--- config.mk ---
export PLATFORM = sky130hd
export DESIGN_NAME = usb_clock_bringup_sequencer
export DESIGN_NICKNAME = d
export VERILOG_FILES = /design/src/inc/usb_clock_bringup_pkg.sv /design/src/wait_counter.sv /design/src/usb_clock_bringup_sequencer.sv
export SDC_FILE = /design/constraint.sdc
export NUM_CORES = 1
export LEC_CHECK = 0
export ABC_AREA = 1
export BUFFER_PORTS_ARGS = -buffer_cell sky130_fd_sc_hd__buf_2
export CAP_MARGIN = 20
export CORE_MARGIN = 3
export CORE_UTILIZATION = 49
export CTS_CLUSTER_SIZE = 16
export DETAILED_ROUTE_END_ITERATION = 7
export GPL_ROUTABILITY_DRIVEN = 0
export PLACE_DENSITY_LB_ADDON = 0.25
export SKIP_CTS_REPAIR_TIMING = 1
export SKIP_LAST_GASP = 1
export SLEW_MARGIN = 20
export SYNTH_ARGS = -nofsm -noshare
export SYNTH_HDL_FRONTEND = slang
export SYNTH_HIERARCHICAL = 1
export SYNTH_SLANG_ARGS = --single-unit
--- constraint.sdc ---
create_clock -name ref_clk -period 2 [get_ports ref_clk]
set_input_delay 0.1 -clock ref_clk [delete_from_list [all_inputs] [get_ports ref_clk]]
set_output_delay 0.1 -clock ref_clk [all_outputs]
set_load 0.05 [all_outputs]
--- src/inc/usb_clock_bringup_pkg.sv ---
`default_nettype none
package usb_clock_bringup_pkg;

  localparam int unsigned CLK_HZ            = 25_000_000;
  localparam int unsigned CLK_MHZ           = CLK_HZ / 1_000_000;
  localparam int unsigned SETTLE_US         = 2000;
  localparam int unsigned RECHECK_US        = 100;
  localparam int unsigned SETTLE_CYCLES_DFLT = SETTLE_US * CLK_MHZ;
  localparam logic [15:0] RECHECK_CYCLES    = 16'(RECHECK_US * CLK_MHZ);
  localparam logic [15:0] USB_EN_GAP_CYCLES = 16'h0004;
  localparam logic [8:0]  CAP_EXTRA_TENTHS  = 9'h00a;

  localparam logic [7:0]  CLOCK_CTRL_RST    = 8'h80;
  localparam logic [7:0]  SYNTH_CTRL_RST    = 8'h60;
  localparam logic [7:0]  TIMER_MODE_RST    = 8'h00;
  localparam logic [7:0]  USB_CTRL_RST      = 8'h00;

  localparam int unsigned STOP_RELEASE_POS  = 7;
  localparam int unsigned USB_CLK_EN_POS    = 6;
  localparam int unsigned SYNTH_EN_POS      = 0;
  localparam int unsigned SYNTH_RATIO_LSB   = 5;
  localparam logic [1:0]  SYNTH_RATIO_LOCKED = 2'b10;
  localparam int unsigned TIMER_KEEP_POS    = 4;
  localparam int unsigned USB_EN_POS        = 7;
  localparam int unsigned LINE_SUPPLY_POS   = 4;
  localparam int unsigned LINE_CURRENT_POS  = 3;

  typedef enum logic [3:0] {
    S_IDLE,
    S_SETTLE,
    S_POLL,
    S_RECHECK,
    S_SUPPLY,
    S_CHARGE,
    S_CLKEN,
    S_DONE
  } seq_state_e;

endpackage
`default_nettype wire

--- src/wait_counter.sv ---
`timescale 1ns/1ns
`default_nettype none
// Down counter; done rises load_value cycles after the load edge and holds.
module wait_counter (
  input  wire logic        ref_clk,
  input  wire logic        rst,
  input  wire logic        load,
  input  wire logic [15:0] load_value,
  output var  logic        done
);

  logic [15:0] count;
  logic [15:0] next_count;
  logic        next_done;

  always_comb begin
    next_count = count;
    next_done  = 1'b0;
    if (load) begin
      next_count = load_value;
    end else begin
      next_done = (count <= 16'h0001);
      if (count != 16'h0000) begin
        next_count = count - 16'h0001;
      end
    end
  end

  always_ff @(posedge ref_clk or posedge rst) begin
    if (rst) begin
      count <= 16'h0000;
      done  <= 1'b0;
    end else begin
      count <= next_count;
      done  <= next_done;
    end
  end

endmodule // wait_counter
`default_nettype wire

--- src/usb_clock_bringup_sequencer.sv ---
`timescale 1ns/1ns
`default_nettype none
module usb_clock_bringup_sequencer
  import usb_clock_bringup_pkg::*;
#(
  parameter int unsigned SETTLE_CYCLES = SETTLE_CYCLES_DFLT
) (
  input  wire logic       ref_clk,
  input  wire logic       rst,
  input  wire logic       seq_start,
  input  wire logic       use_dcdc,
  input  wire logic [7:0] cap_tenths_uf,
  input  wire logic       synth_lock,
  input  wire logic       stop_instruction,
  input  wire logic       clock_control_wr,
  input  wire logic [7:0] clock_control_wdata,
  input  wire logic       synth_control_wr,
  input  wire logic [7:0] synth_control_wdata,
  input  wire logic       timer_mode_wr,
  input  wire logic [7:0] timer_mode_wdata,
  input  wire logic       usb_control_wr,
  input  wire logic [7:0] usb_control_wdata,
  output var  logic [7:0] clock_control_register,
  output var  logic [7:0] synth_control_register,
  output var  logic [7:0] timer_mode_register,
  output var  logic [7:0] usb_control_register,
  output var  logic       synth_lock_status,
  output var  logic       seq_busy,
  output var  logic       seq_done
);

  seq_state_e  state;
  seq_state_e  next_state;
  logic [7:0]  next_clock_control;
  logic [7:0]  next_synth_control;
  logic [7:0]  next_timer_mode;
  logic [7:0]  next_usb_control;
  logic        next_lock_status;
  logic        next_seq_busy;
  logic        next_seq_done;
  logic [8:0]  charge_left;
  logic [8:0]  next_charge_left;
  logic        timer_load;
  logic [15:0] timer_value;
  logic        timer_done;

  // Every microsecond wait is a count of ref_clk cycles.
  wait_counter u_wait (
    .ref_clk    (ref_clk),
    .rst        (rst),
    .load       (timer_load),
    .load_value (timer_value),
    .done       (timer_done)
  );

  always_comb begin
    next_state         = state;
    next_clock_control = clock_control_register;
    next_synth_control = synth_control_register;
    next_timer_mode    = timer_mode_register;
    next_usb_control   = usb_control_register;
    next_charge_left   = charge_left;
    timer_load         = 1'b0;
    timer_value        = 16'h0000;

    if (clock_control_wr) begin
      next_clock_control = clock_control_wdata;
    end
    if (synth_control_wr) begin
      next_synth_control = synth_control_wdata;
    end
    if (timer_mode_wr) begin
      next_timer_mode = timer_mode_wdata;
    end
    if (usb_control_wr) begin
      next_usb_control = usb_control_wdata;
    end

    // The lock bit only reports lock while the synthesizer is enabled.
    next_lock_status = synth_lock & synth_control_register[SYNTH_EN_POS];

    case (state)
      S_IDLE: begin
        if (seq_start) begin
          next_synth_control[SYNTH_EN_POS] = 1'b1;
          timer_load  = 1'b1;
          timer_value = 16'(SETTLE_CYCLES);
          next_state  = S_SETTLE;
        end
      end
      S_SETTLE: begin
        if (timer_done) begin
          next_state = S_POLL;
        end
      end
      S_POLL: begin
        if (synth_lock_status) begin
          next_synth_control[SYNTH_RATIO_LSB +: 2] = SYNTH_RATIO_LOCKED;
          next_state = S_SUPPLY;
        end else begin
          timer_load  = 1'b1;
          timer_value = RECHECK_CYCLES;
          next_state  = S_RECHECK;
        end
      end
      S_RECHECK: begin
        if (timer_done) begin
          next_state = S_POLL;
        end
      end
      S_SUPPLY: begin
        // Reached only after the 2 ms settle, so the supply may come up now.
        if (use_dcdc) begin
          next_usb_control[LINE_SUPPLY_POS]  = 1'b1;
          next_usb_control[LINE_CURRENT_POS] = 1'b0;
        end
        next_charge_left = {1'b0, cap_tenths_uf} + CAP_EXTRA_TENTHS;
        timer_load  = 1'b1;
        timer_value = RECHECK_CYCLES;
        next_state  = S_CHARGE;
      end
      S_CHARGE: begin
        if (timer_done) begin
          if (charge_left <= 9'h001) begin
            next_clock_control[USB_CLK_EN_POS] = 1'b1;
            timer_load  = 1'b1;
            timer_value = USB_EN_GAP_CYCLES;
            next_state  = S_CLKEN;
          end else begin
            next_charge_left = charge_left - 9'h001;
            timer_load  = 1'b1;
            timer_value = RECHECK_CYCLES;
          end
        end
      end
      S_CLKEN: begin
        if (timer_done) begin
          next_usb_control[USB_EN_POS] = 1'b1;
          next_state = S_DONE;
        end
      end
      S_DONE: begin
        next_state = S_DONE;
      end
      default: begin
        next_state = S_IDLE;
      end
    endcase

    // Stop overrides a timer mode write and the stop release bit of a clock control write in the same cycle.
    if (stop_instruction) begin
      next_clock_control[STOP_RELEASE_POS] = 1'b0;
      next_timer_mode = timer_mode_register & (8'h01 << TIMER_KEEP_POS);
    end

    next_seq_busy = (next_state != S_IDLE) && (next_state != S_DONE);
    next_seq_done = (next_state == S_DONE);
  end

  always_ff @(posedge ref_clk or posedge rst) begin
    if (rst) begin
      state                  <= S_IDLE;
      clock_control_register <= CLOCK_CTRL_RST;
      synth_control_register <= SYNTH_CTRL_RST;
      timer_mode_register    <= TIMER_MODE_RST;
      usb_control_register   <= USB_CTRL_RST;
      synth_lock_status      <= 1'b0;
      charge_left            <= 9'h000;
      seq_busy               <= 1'b0;
      seq_done               <= 1'b0;
    end else begin
      state                  <= next_state;
      clock_control_register <= next_clock_control;
      synth_control_register <= next_synth_control;
      timer_mode_register    <= next_timer_mode;
      usb_control_register   <= next_usb_control;
      synth_lock_status      <= next_lock_status;
      charge_left            <= next_charge_left;
      seq_busy               <= next_seq_busy;
      seq_done               <= next_seq_done;
    end
  end

  property p_stop_clears_release;
    @(posedge ref_clk) disable iff (rst)
      stop_instruction |=> !clock_control_register[STOP_RELEASE_POS];
  endproperty
  a_stop_clears_release: assert property (p_stop_clears_release)
    else $error("stop did not clear the stop release bit");

  property p_release_by_write;
    @(posedge ref_clk) disable iff (rst)
      (clock_control_wr && clock_control_wdata[STOP_RELEASE_POS] && !stop_instruction)
      |=> clock_control_register[STOP_RELEASE_POS];
  endproperty
  a_release_by_write: assert property (p_release_by_write)
    else $error("writing one did not set the stop release bit");

  property p_stop_timer_mode;
    @(posedge ref_clk) disable iff (rst)
      stop_instruction |=> ((timer_mode_register & 8'hef) == 8'h00)
        && (timer_mode_register[TIMER_KEEP_POS] == $past(timer_mode_register[TIMER_KEEP_POS]));
  endproperty
  a_stop_timer_mode: assert property (p_stop_timer_mode)
    else $error("stop left wrong timer mode bits");

  property p_lock_report;
    @(posedge ref_clk) disable iff (rst)
      (synth_lock && synth_control_register[SYNTH_EN_POS]) |=> synth_lock_status;
  endproperty
  a_lock_report: assert property (p_lock_report)
    else $error("lock was not reported");

  property p_recheck_spacing;
    @(posedge ref_clk) disable iff (rst)
      (state == S_POLL && !synth_lock_status) |=> (state == S_RECHECK) [*8];
  endproperty
  a_recheck_spacing: assert property (p_recheck_spacing)
    else $error("lock rechecked too early");

  property p_ratio_after_lock;
    @(posedge ref_clk) disable iff (rst)
      (state == S_POLL && synth_lock_status && !synth_control_wr && !stop_instruction)
      |=> synth_control_register[6:5] == 2'b10;
  endproperty
  a_ratio_after_lock: assert property (p_ratio_after_lock)
    else $error("ratio bits not set to 10 after lock");

  property p_usb_enable_gap;
    @(posedge ref_clk) disable iff (rst)
      (state == S_CLKEN && $past(state) != S_CLKEN) |-> !usb_control_register[USB_EN_POS] [*4];
  endproperty
  a_usb_enable_gap: assert property (p_usb_enable_gap)
    else $error("usb enabled too soon after usb clock");

endmodule // usb_clock_bringup_sequencer
`default_nettype wire

Word-level counts from Yosys, hierarchy flattened

Cells that the tools add are included.

Register bits after elaboration: 65
Input bits: 50
Output and inout port bits: 35
Word-level logic and storage cells: 84

Add/subtract/negate cells: 3
Order comparisons: 2
Equality and inequality tests: 11
Multiplexer cells: 39
Bitwise gates (word level): 2
Reductions and logical operators: 11

Operator list:

| cell                    | number |
|---|---|
| $pmux W16 S4            | 1 |
| $mux W16                | 3 |
| $mux W12                | 3 |
| $mux W8                 | 4 |
| $pmux W4 S7             | 1 |
| $eq A4 B3 Y1 const B    | 5 |
| $mux W4                 | 5 |
| $mux W9                 | 2 |
| $pmux W9 S2             | 1 |
| $le A16 B1 Y1 const B   | 1 |
| $reduce_bool A16 Y1     | 1 |
| $sub A16 B1 Y16 const B | 1 |
| $mux W1                 | 12 |
| $add A8 B4 Y9 const B   | 1 |
| $le A9 B1 Y1 const B    | 1 |
| $sub A9 B1 Y9 const B   | 1 |
| $eq A4 B2 Y1 const B    | 2 |
| $mux W2                 | 4 |
| $reduce_bool A2 Y1      | 4 |
| $mux W7                 | 1 |
| $eq A4 B1 Y1 const B    | 1 |
| $logic_not A4 Y1        | 1 |
| $ne A4 B3 Y1 const B    | 1 |
| $pmux W1 S4             | 1 |
| 10 further kinds        | 10 |

Logic depth before layout (Yosys ltp)

Depth after elaboration: 6
Mapped depth: 16

Cells and area by module

Netlist, hierarchy kept.

By module, submodules not included:

| module                      | instances | cells an instance | area each (µm²) |
|---|---|---|---|
| usb_clock_bringup_sequencer | 1         | 328               | 2,555.0 |
| wait_counter                | 1         | 200               | 1,271.2 |

Least setup slack after synthesis

OpenSTA, ideal clock, no wires.

Path kind: register to register
Start point: register state[1]
End point: register u_wait.count[11]
Data arrival time: 1,848 ps
Slack: 40 ps
Stages on the path, launching flop included: 17
Period minus slack after synthesis: 1,960 ps
Path through: dfrtp_1 inv_2 nand2_2 nor2_8 inv_4 buf_12 o21ai_2 inv_2 nand2_1 buf_2 inv_2 buf_2 or2_1 nand2_1 inv_2 nand2_1 inv_1

Word-level cells in the longest chain between the ends: 3
Elaborated cells on any way between the ends: 8
Those cells by class: eq/ne (3); mux (3); reduce/logical (2)

RTL lines:

| what                                                  | RTL line                           | source |
|---|---|---|
| from (decl)                                           | usb_clock_bringup_sequencer.sv:32  | `seq_state_e state;` |
| from (signal assigned)                                | usb_clock_bringup_sequencer.sv:172 | `state <= next_state;` |
| $eq A4 B3 Y1, or another cell as far along            | usb_clock_bringup_sequencer.sv:82  | `case (state)` |
| $pmux W1 S4 (*)                                       | usb_clock_bringup_sequencer.sv:82  |  |
| net timer_load                                        | usb_clock_bringup_sequencer.sv:43  | `logic timer_load;` |
| $mux W16 / $reduce_bool A2 Y1 (equally long branches) | n/a                                |  |
| to (signal assigned)                                  | wait_counter.sv:34                 | `count <= next_count;` |
| to (decl)                                             | wait_counter.sv:12                 | `logic [15:0] count;` |

Mark *: on every way through the listed nets, which the timed path passes. The rest lies on a longest branch.
A chain may end at the register's enable or synchronous reset.

Worst setup path after layout

Start point: register state[1]
End point: register u_wait.count[14]

Same word-level chain as after synthesis.

==> impl_results.md <==
* Drt wl/cell at ~11 um
* Final Hold Fails at 4
* Chip height at 94.4 um
* Max Slew Vio Count at 0
* Top-area cell type share of the netlist area at 40.5%
* Post-detail-place hpwl at 6.34 mm
* Setup CP Type: reg2reg
* Synth unique cells at 40
* Initial antenna violation count at 0
* CP startpoint kind: flip-flop
* Largest family of logic cells by synthesized area: simple AND/OR/NAND/NOR gates
* CTS tree: yes
* Iteration-0 DRC Markers at around 160
* Final Power at 3.95 mW
* Number of global-route vias before repair at 3,350
* Hold depth at 3
* Failing checks: negative hold slack
* Die ar. at 8900 um2
* Mapped Area at 3830 um2
* CP Cell Sequence: inv_2, nor2_2, nand3b_2, nand2_1, inv_1, nand2_1, inv_4, or2_2, nand2_1, inv_1, nand2_1, inv_1
* Fill cells at 647
* First-pass GRT wire length at 14.1 mm
* Footprint of the multi-input gates at 1860 um2
* Post-route insts no fill at 751
* Num ports at 85
* Number of port buffers at 84
* CP most frequent cell: nand2_1
* Routed vias at 3,631
* Worst EP arrival at 2.05 ns
* Synth-to-Final Area Change at 24.9%
* Top cells by area, synth: dfrtp_1 (41%), nand2_1 (18%), inv_1 (6.2%)
* CP top delay family: simple AND/OR/NAND/NOR gates
* VDD IR max at around 0.42 mV
* Slew headroom at 55.3%
* Power density over cell area at around 830 nW/um2
* Critical path fanouts, max at 17
* Max Clock Freq at 549 MHz
* Final Critical Period at 1.82 ns
* Min Hold Slack at -0.0143 ns
* Post-synthesis xor/xnor area fraction at 0.229%
* Fin Clk Skew at approximately 0.011 ns
* Largest net degree at the start of global routing at 34
* RSZ-0062 raised after global routing: false
* Critical path's largest stage delay at 0.45 ns
* Hold WC Path Type: in2reg
* Mean post-synth cell area at 7.25 um2
* Layout cells sized above 1 at approximately 25%
* Nets at 702
* Area share of fa/ha/maj cells after synthesis at about 1.6%
* CTS HTree Levels at 3
* Fin util at 64.5%
* DRC viols at 0
* Core area at between 7000 and 8000 um2
* Actual slew at the worst max-slew pin at 0.670 ns
* Synth warnings at 6
* Avg Vias per Cell at 4.83
* Clk slew on worst S/H paths at approximately 0.070 ns
* DRT Wirelength at between 8 and 9 mm
* Compound-cell area share of the yosys netlist at 7.10%
* Post-route ant nets at 0
* Diodes inserted at 0
* Final Setup Violations at 0
* Cells after DPL at 714
* Sequential cell area at 1630 um2
* Sequential area share after synthesis at 42.6%
* Horiz. Die Dim at around 94 um
* Cell taking the most area after synthesis: dfrtp_1
* Gr usage total at about a fifth
* Post-synth EDFFs at 0
* Standard-cell rows at 31
* Overflow after GRT at 0
* Cells on worst reg2reg path at 12
* Clock latency at the later pin of the worst-skew pair at approximately 0.34 ns
* Synth Area in Simple Gates at between 30% and 40%
* Yosys reg bits at between 60 and 70
* Required time of the worst setup path at 2.23 ns
* LEAKAGE at 2.66 nW
* Sink Count at 65
* Period utilization at approximately nine tenths
* Setup tns final at 0 ns
* Top post-synthesis cells by count: nand2_1 (187), inv_1 (63), dfrtp_1 (62)
* Crit. path cell count at 12
* Clk buf depth at 2
* Top_reg_cell synth: dfrtp_1
* Highest-delay cell along the critical path: dfrtp_1
* Drt pass-1 iters at 5
* Proportion of synthesized area in mux cells at 0.262%
* Crit. End Element: flip-flop
* Clock Root Buffer: clkbuf_8
* Initial Util at approximately half
* Outcome: finished, violations left
* Mapped Cells at ~530
* Max Cap Viol at 0
* Count leader, synth: nand2_1
* Post-synth ARST share at 100%
* CP bufs+invs at 5
* CTS buffer count at 9
sequential cells by signal (all words and copies together), names as in the netlist:
register                count
state                       4
charge_left                 9
seq_done                    1
u_wait/count               16
seq_busy                    1
synth_lock_status           1
u_wait/done                 1
synth_control_register      8
clock_control_register      8
usb_control_register        8
timer_mode_register         8
layout make-up:
| class | instances | share of cell area (%) |
|---|---|---|
| multi-input cells | 384 | 38.9 |
| well taps | 99 | 2.59 |
| flip-flops and latches | 65 | 34.1 |
| clock buffers | 10 | 2.67 |
| clock inverters | 6 | 1.44 |
| inverters | 75 | 6.00 |
| repair buffers | 112 | 14.3 |
routing by layer:
metal | GRT usage, % | vias to the layer above | share of wire (%)
met5 | 0 | - | 0
met4 | 7.82 | 0 | 1.4
met3 | 5.02 | 9 | 7.4
met2 | 32.2 | 132 | 46
met1 | 25.8 | 1623 | 45
li1 | - | 1867 | -
power breakdown:
group,switching [mW],total [mW],internal [mW]
Combinational,0.806,1.19,0.385
Sequential,0.171,1.67,1.50
Clock,0.515,1.10,0.580
Total,1.49,3.95,2.46
per-stage QoR:
step / setup slack (ns) / instance area, um2
5_1_grt: 0.00210 / 4780
6_report: 0.180 / 4780
3_3_place_gp: 0.227 / 4370
2_1_floorplan: 0.0396 / 3850
3_5_place_dp: 0.180 / 4370
4_1_cts: 0.160 / 4570
worst reg2reg max path, cell delays in order, from the launching register on:
cell	delay, ns
dfrtp_1	0.45
inv_2	0.09
nor2_2	0.18
nand3b_2	0.15
nand2_1	0.10
inv_1	0.05
nand2_1	0.12
inv_4	0.11
or2_2	0.28
nand2_1	0.07
inv_1	0.04
nand2_1	0.05
inv_1	0.03
path summary, 6_finish.rpt:
| path | slack, ns | endpoint | startpoint |
|---|---|---|---|
| min in group asynchronous | 0.43 | timer_mode_register[1] | rst |
| min reg2reg | 0.47 | usb_control_register[1] | usb_control_register[1] |
| min | -0.01 | synth_control_register[3] | synth_control_wdata[3] |
| max in group asynchronous | 0.95 | clock_control_register[3] | rst |
| max reg2reg | 0.18 | u_wait/count[14] | state[1] |
| max | 0.18 | u_wait/count[14] | state[1] |
logic make-up after synthesis:
group                      after synthesis
other                                    1
muxes                                    1
AOI/OAI and AO/OA                       45
and+or+nand+nor                        324
xor gates and xnor gates                 1
buffers and inverters                   86
adders and majority gates                5
DFF                                     65
layout by cell type (no fill, tap or decap), types with 3 or more instances in the layout:
master / netlist / final
a21oi_1: 4 / 4
buf_2: 3 / 84
buf_4: 0 / 7
clkbuf_8: 0 / 9
clkinv_4: 0 / 3
conb_1: 1 / 8
dfrtp_1: 62 / 62
dfstp_2: 3 / 3
dlygate4sd3_1: 0 / 21
ha_1: 5 / 5
inv_1: 63 / 62
inv_2: 10 / 10
nand2_1: 187 / 187
nand2_2: 12 / 12
nand3_1: 45 / 45
nand3_2: 3 / 3
nand4_1: 5 / 5
nor2_1: 49 / 49
nor2_2: 6 / 6
nor2_4: 3 / 3
o21ai_0: 22 / 22
o21ai_1: 5 / 5
o21ai_2: 10 / 10
Power figures use the tool's default switching activity.
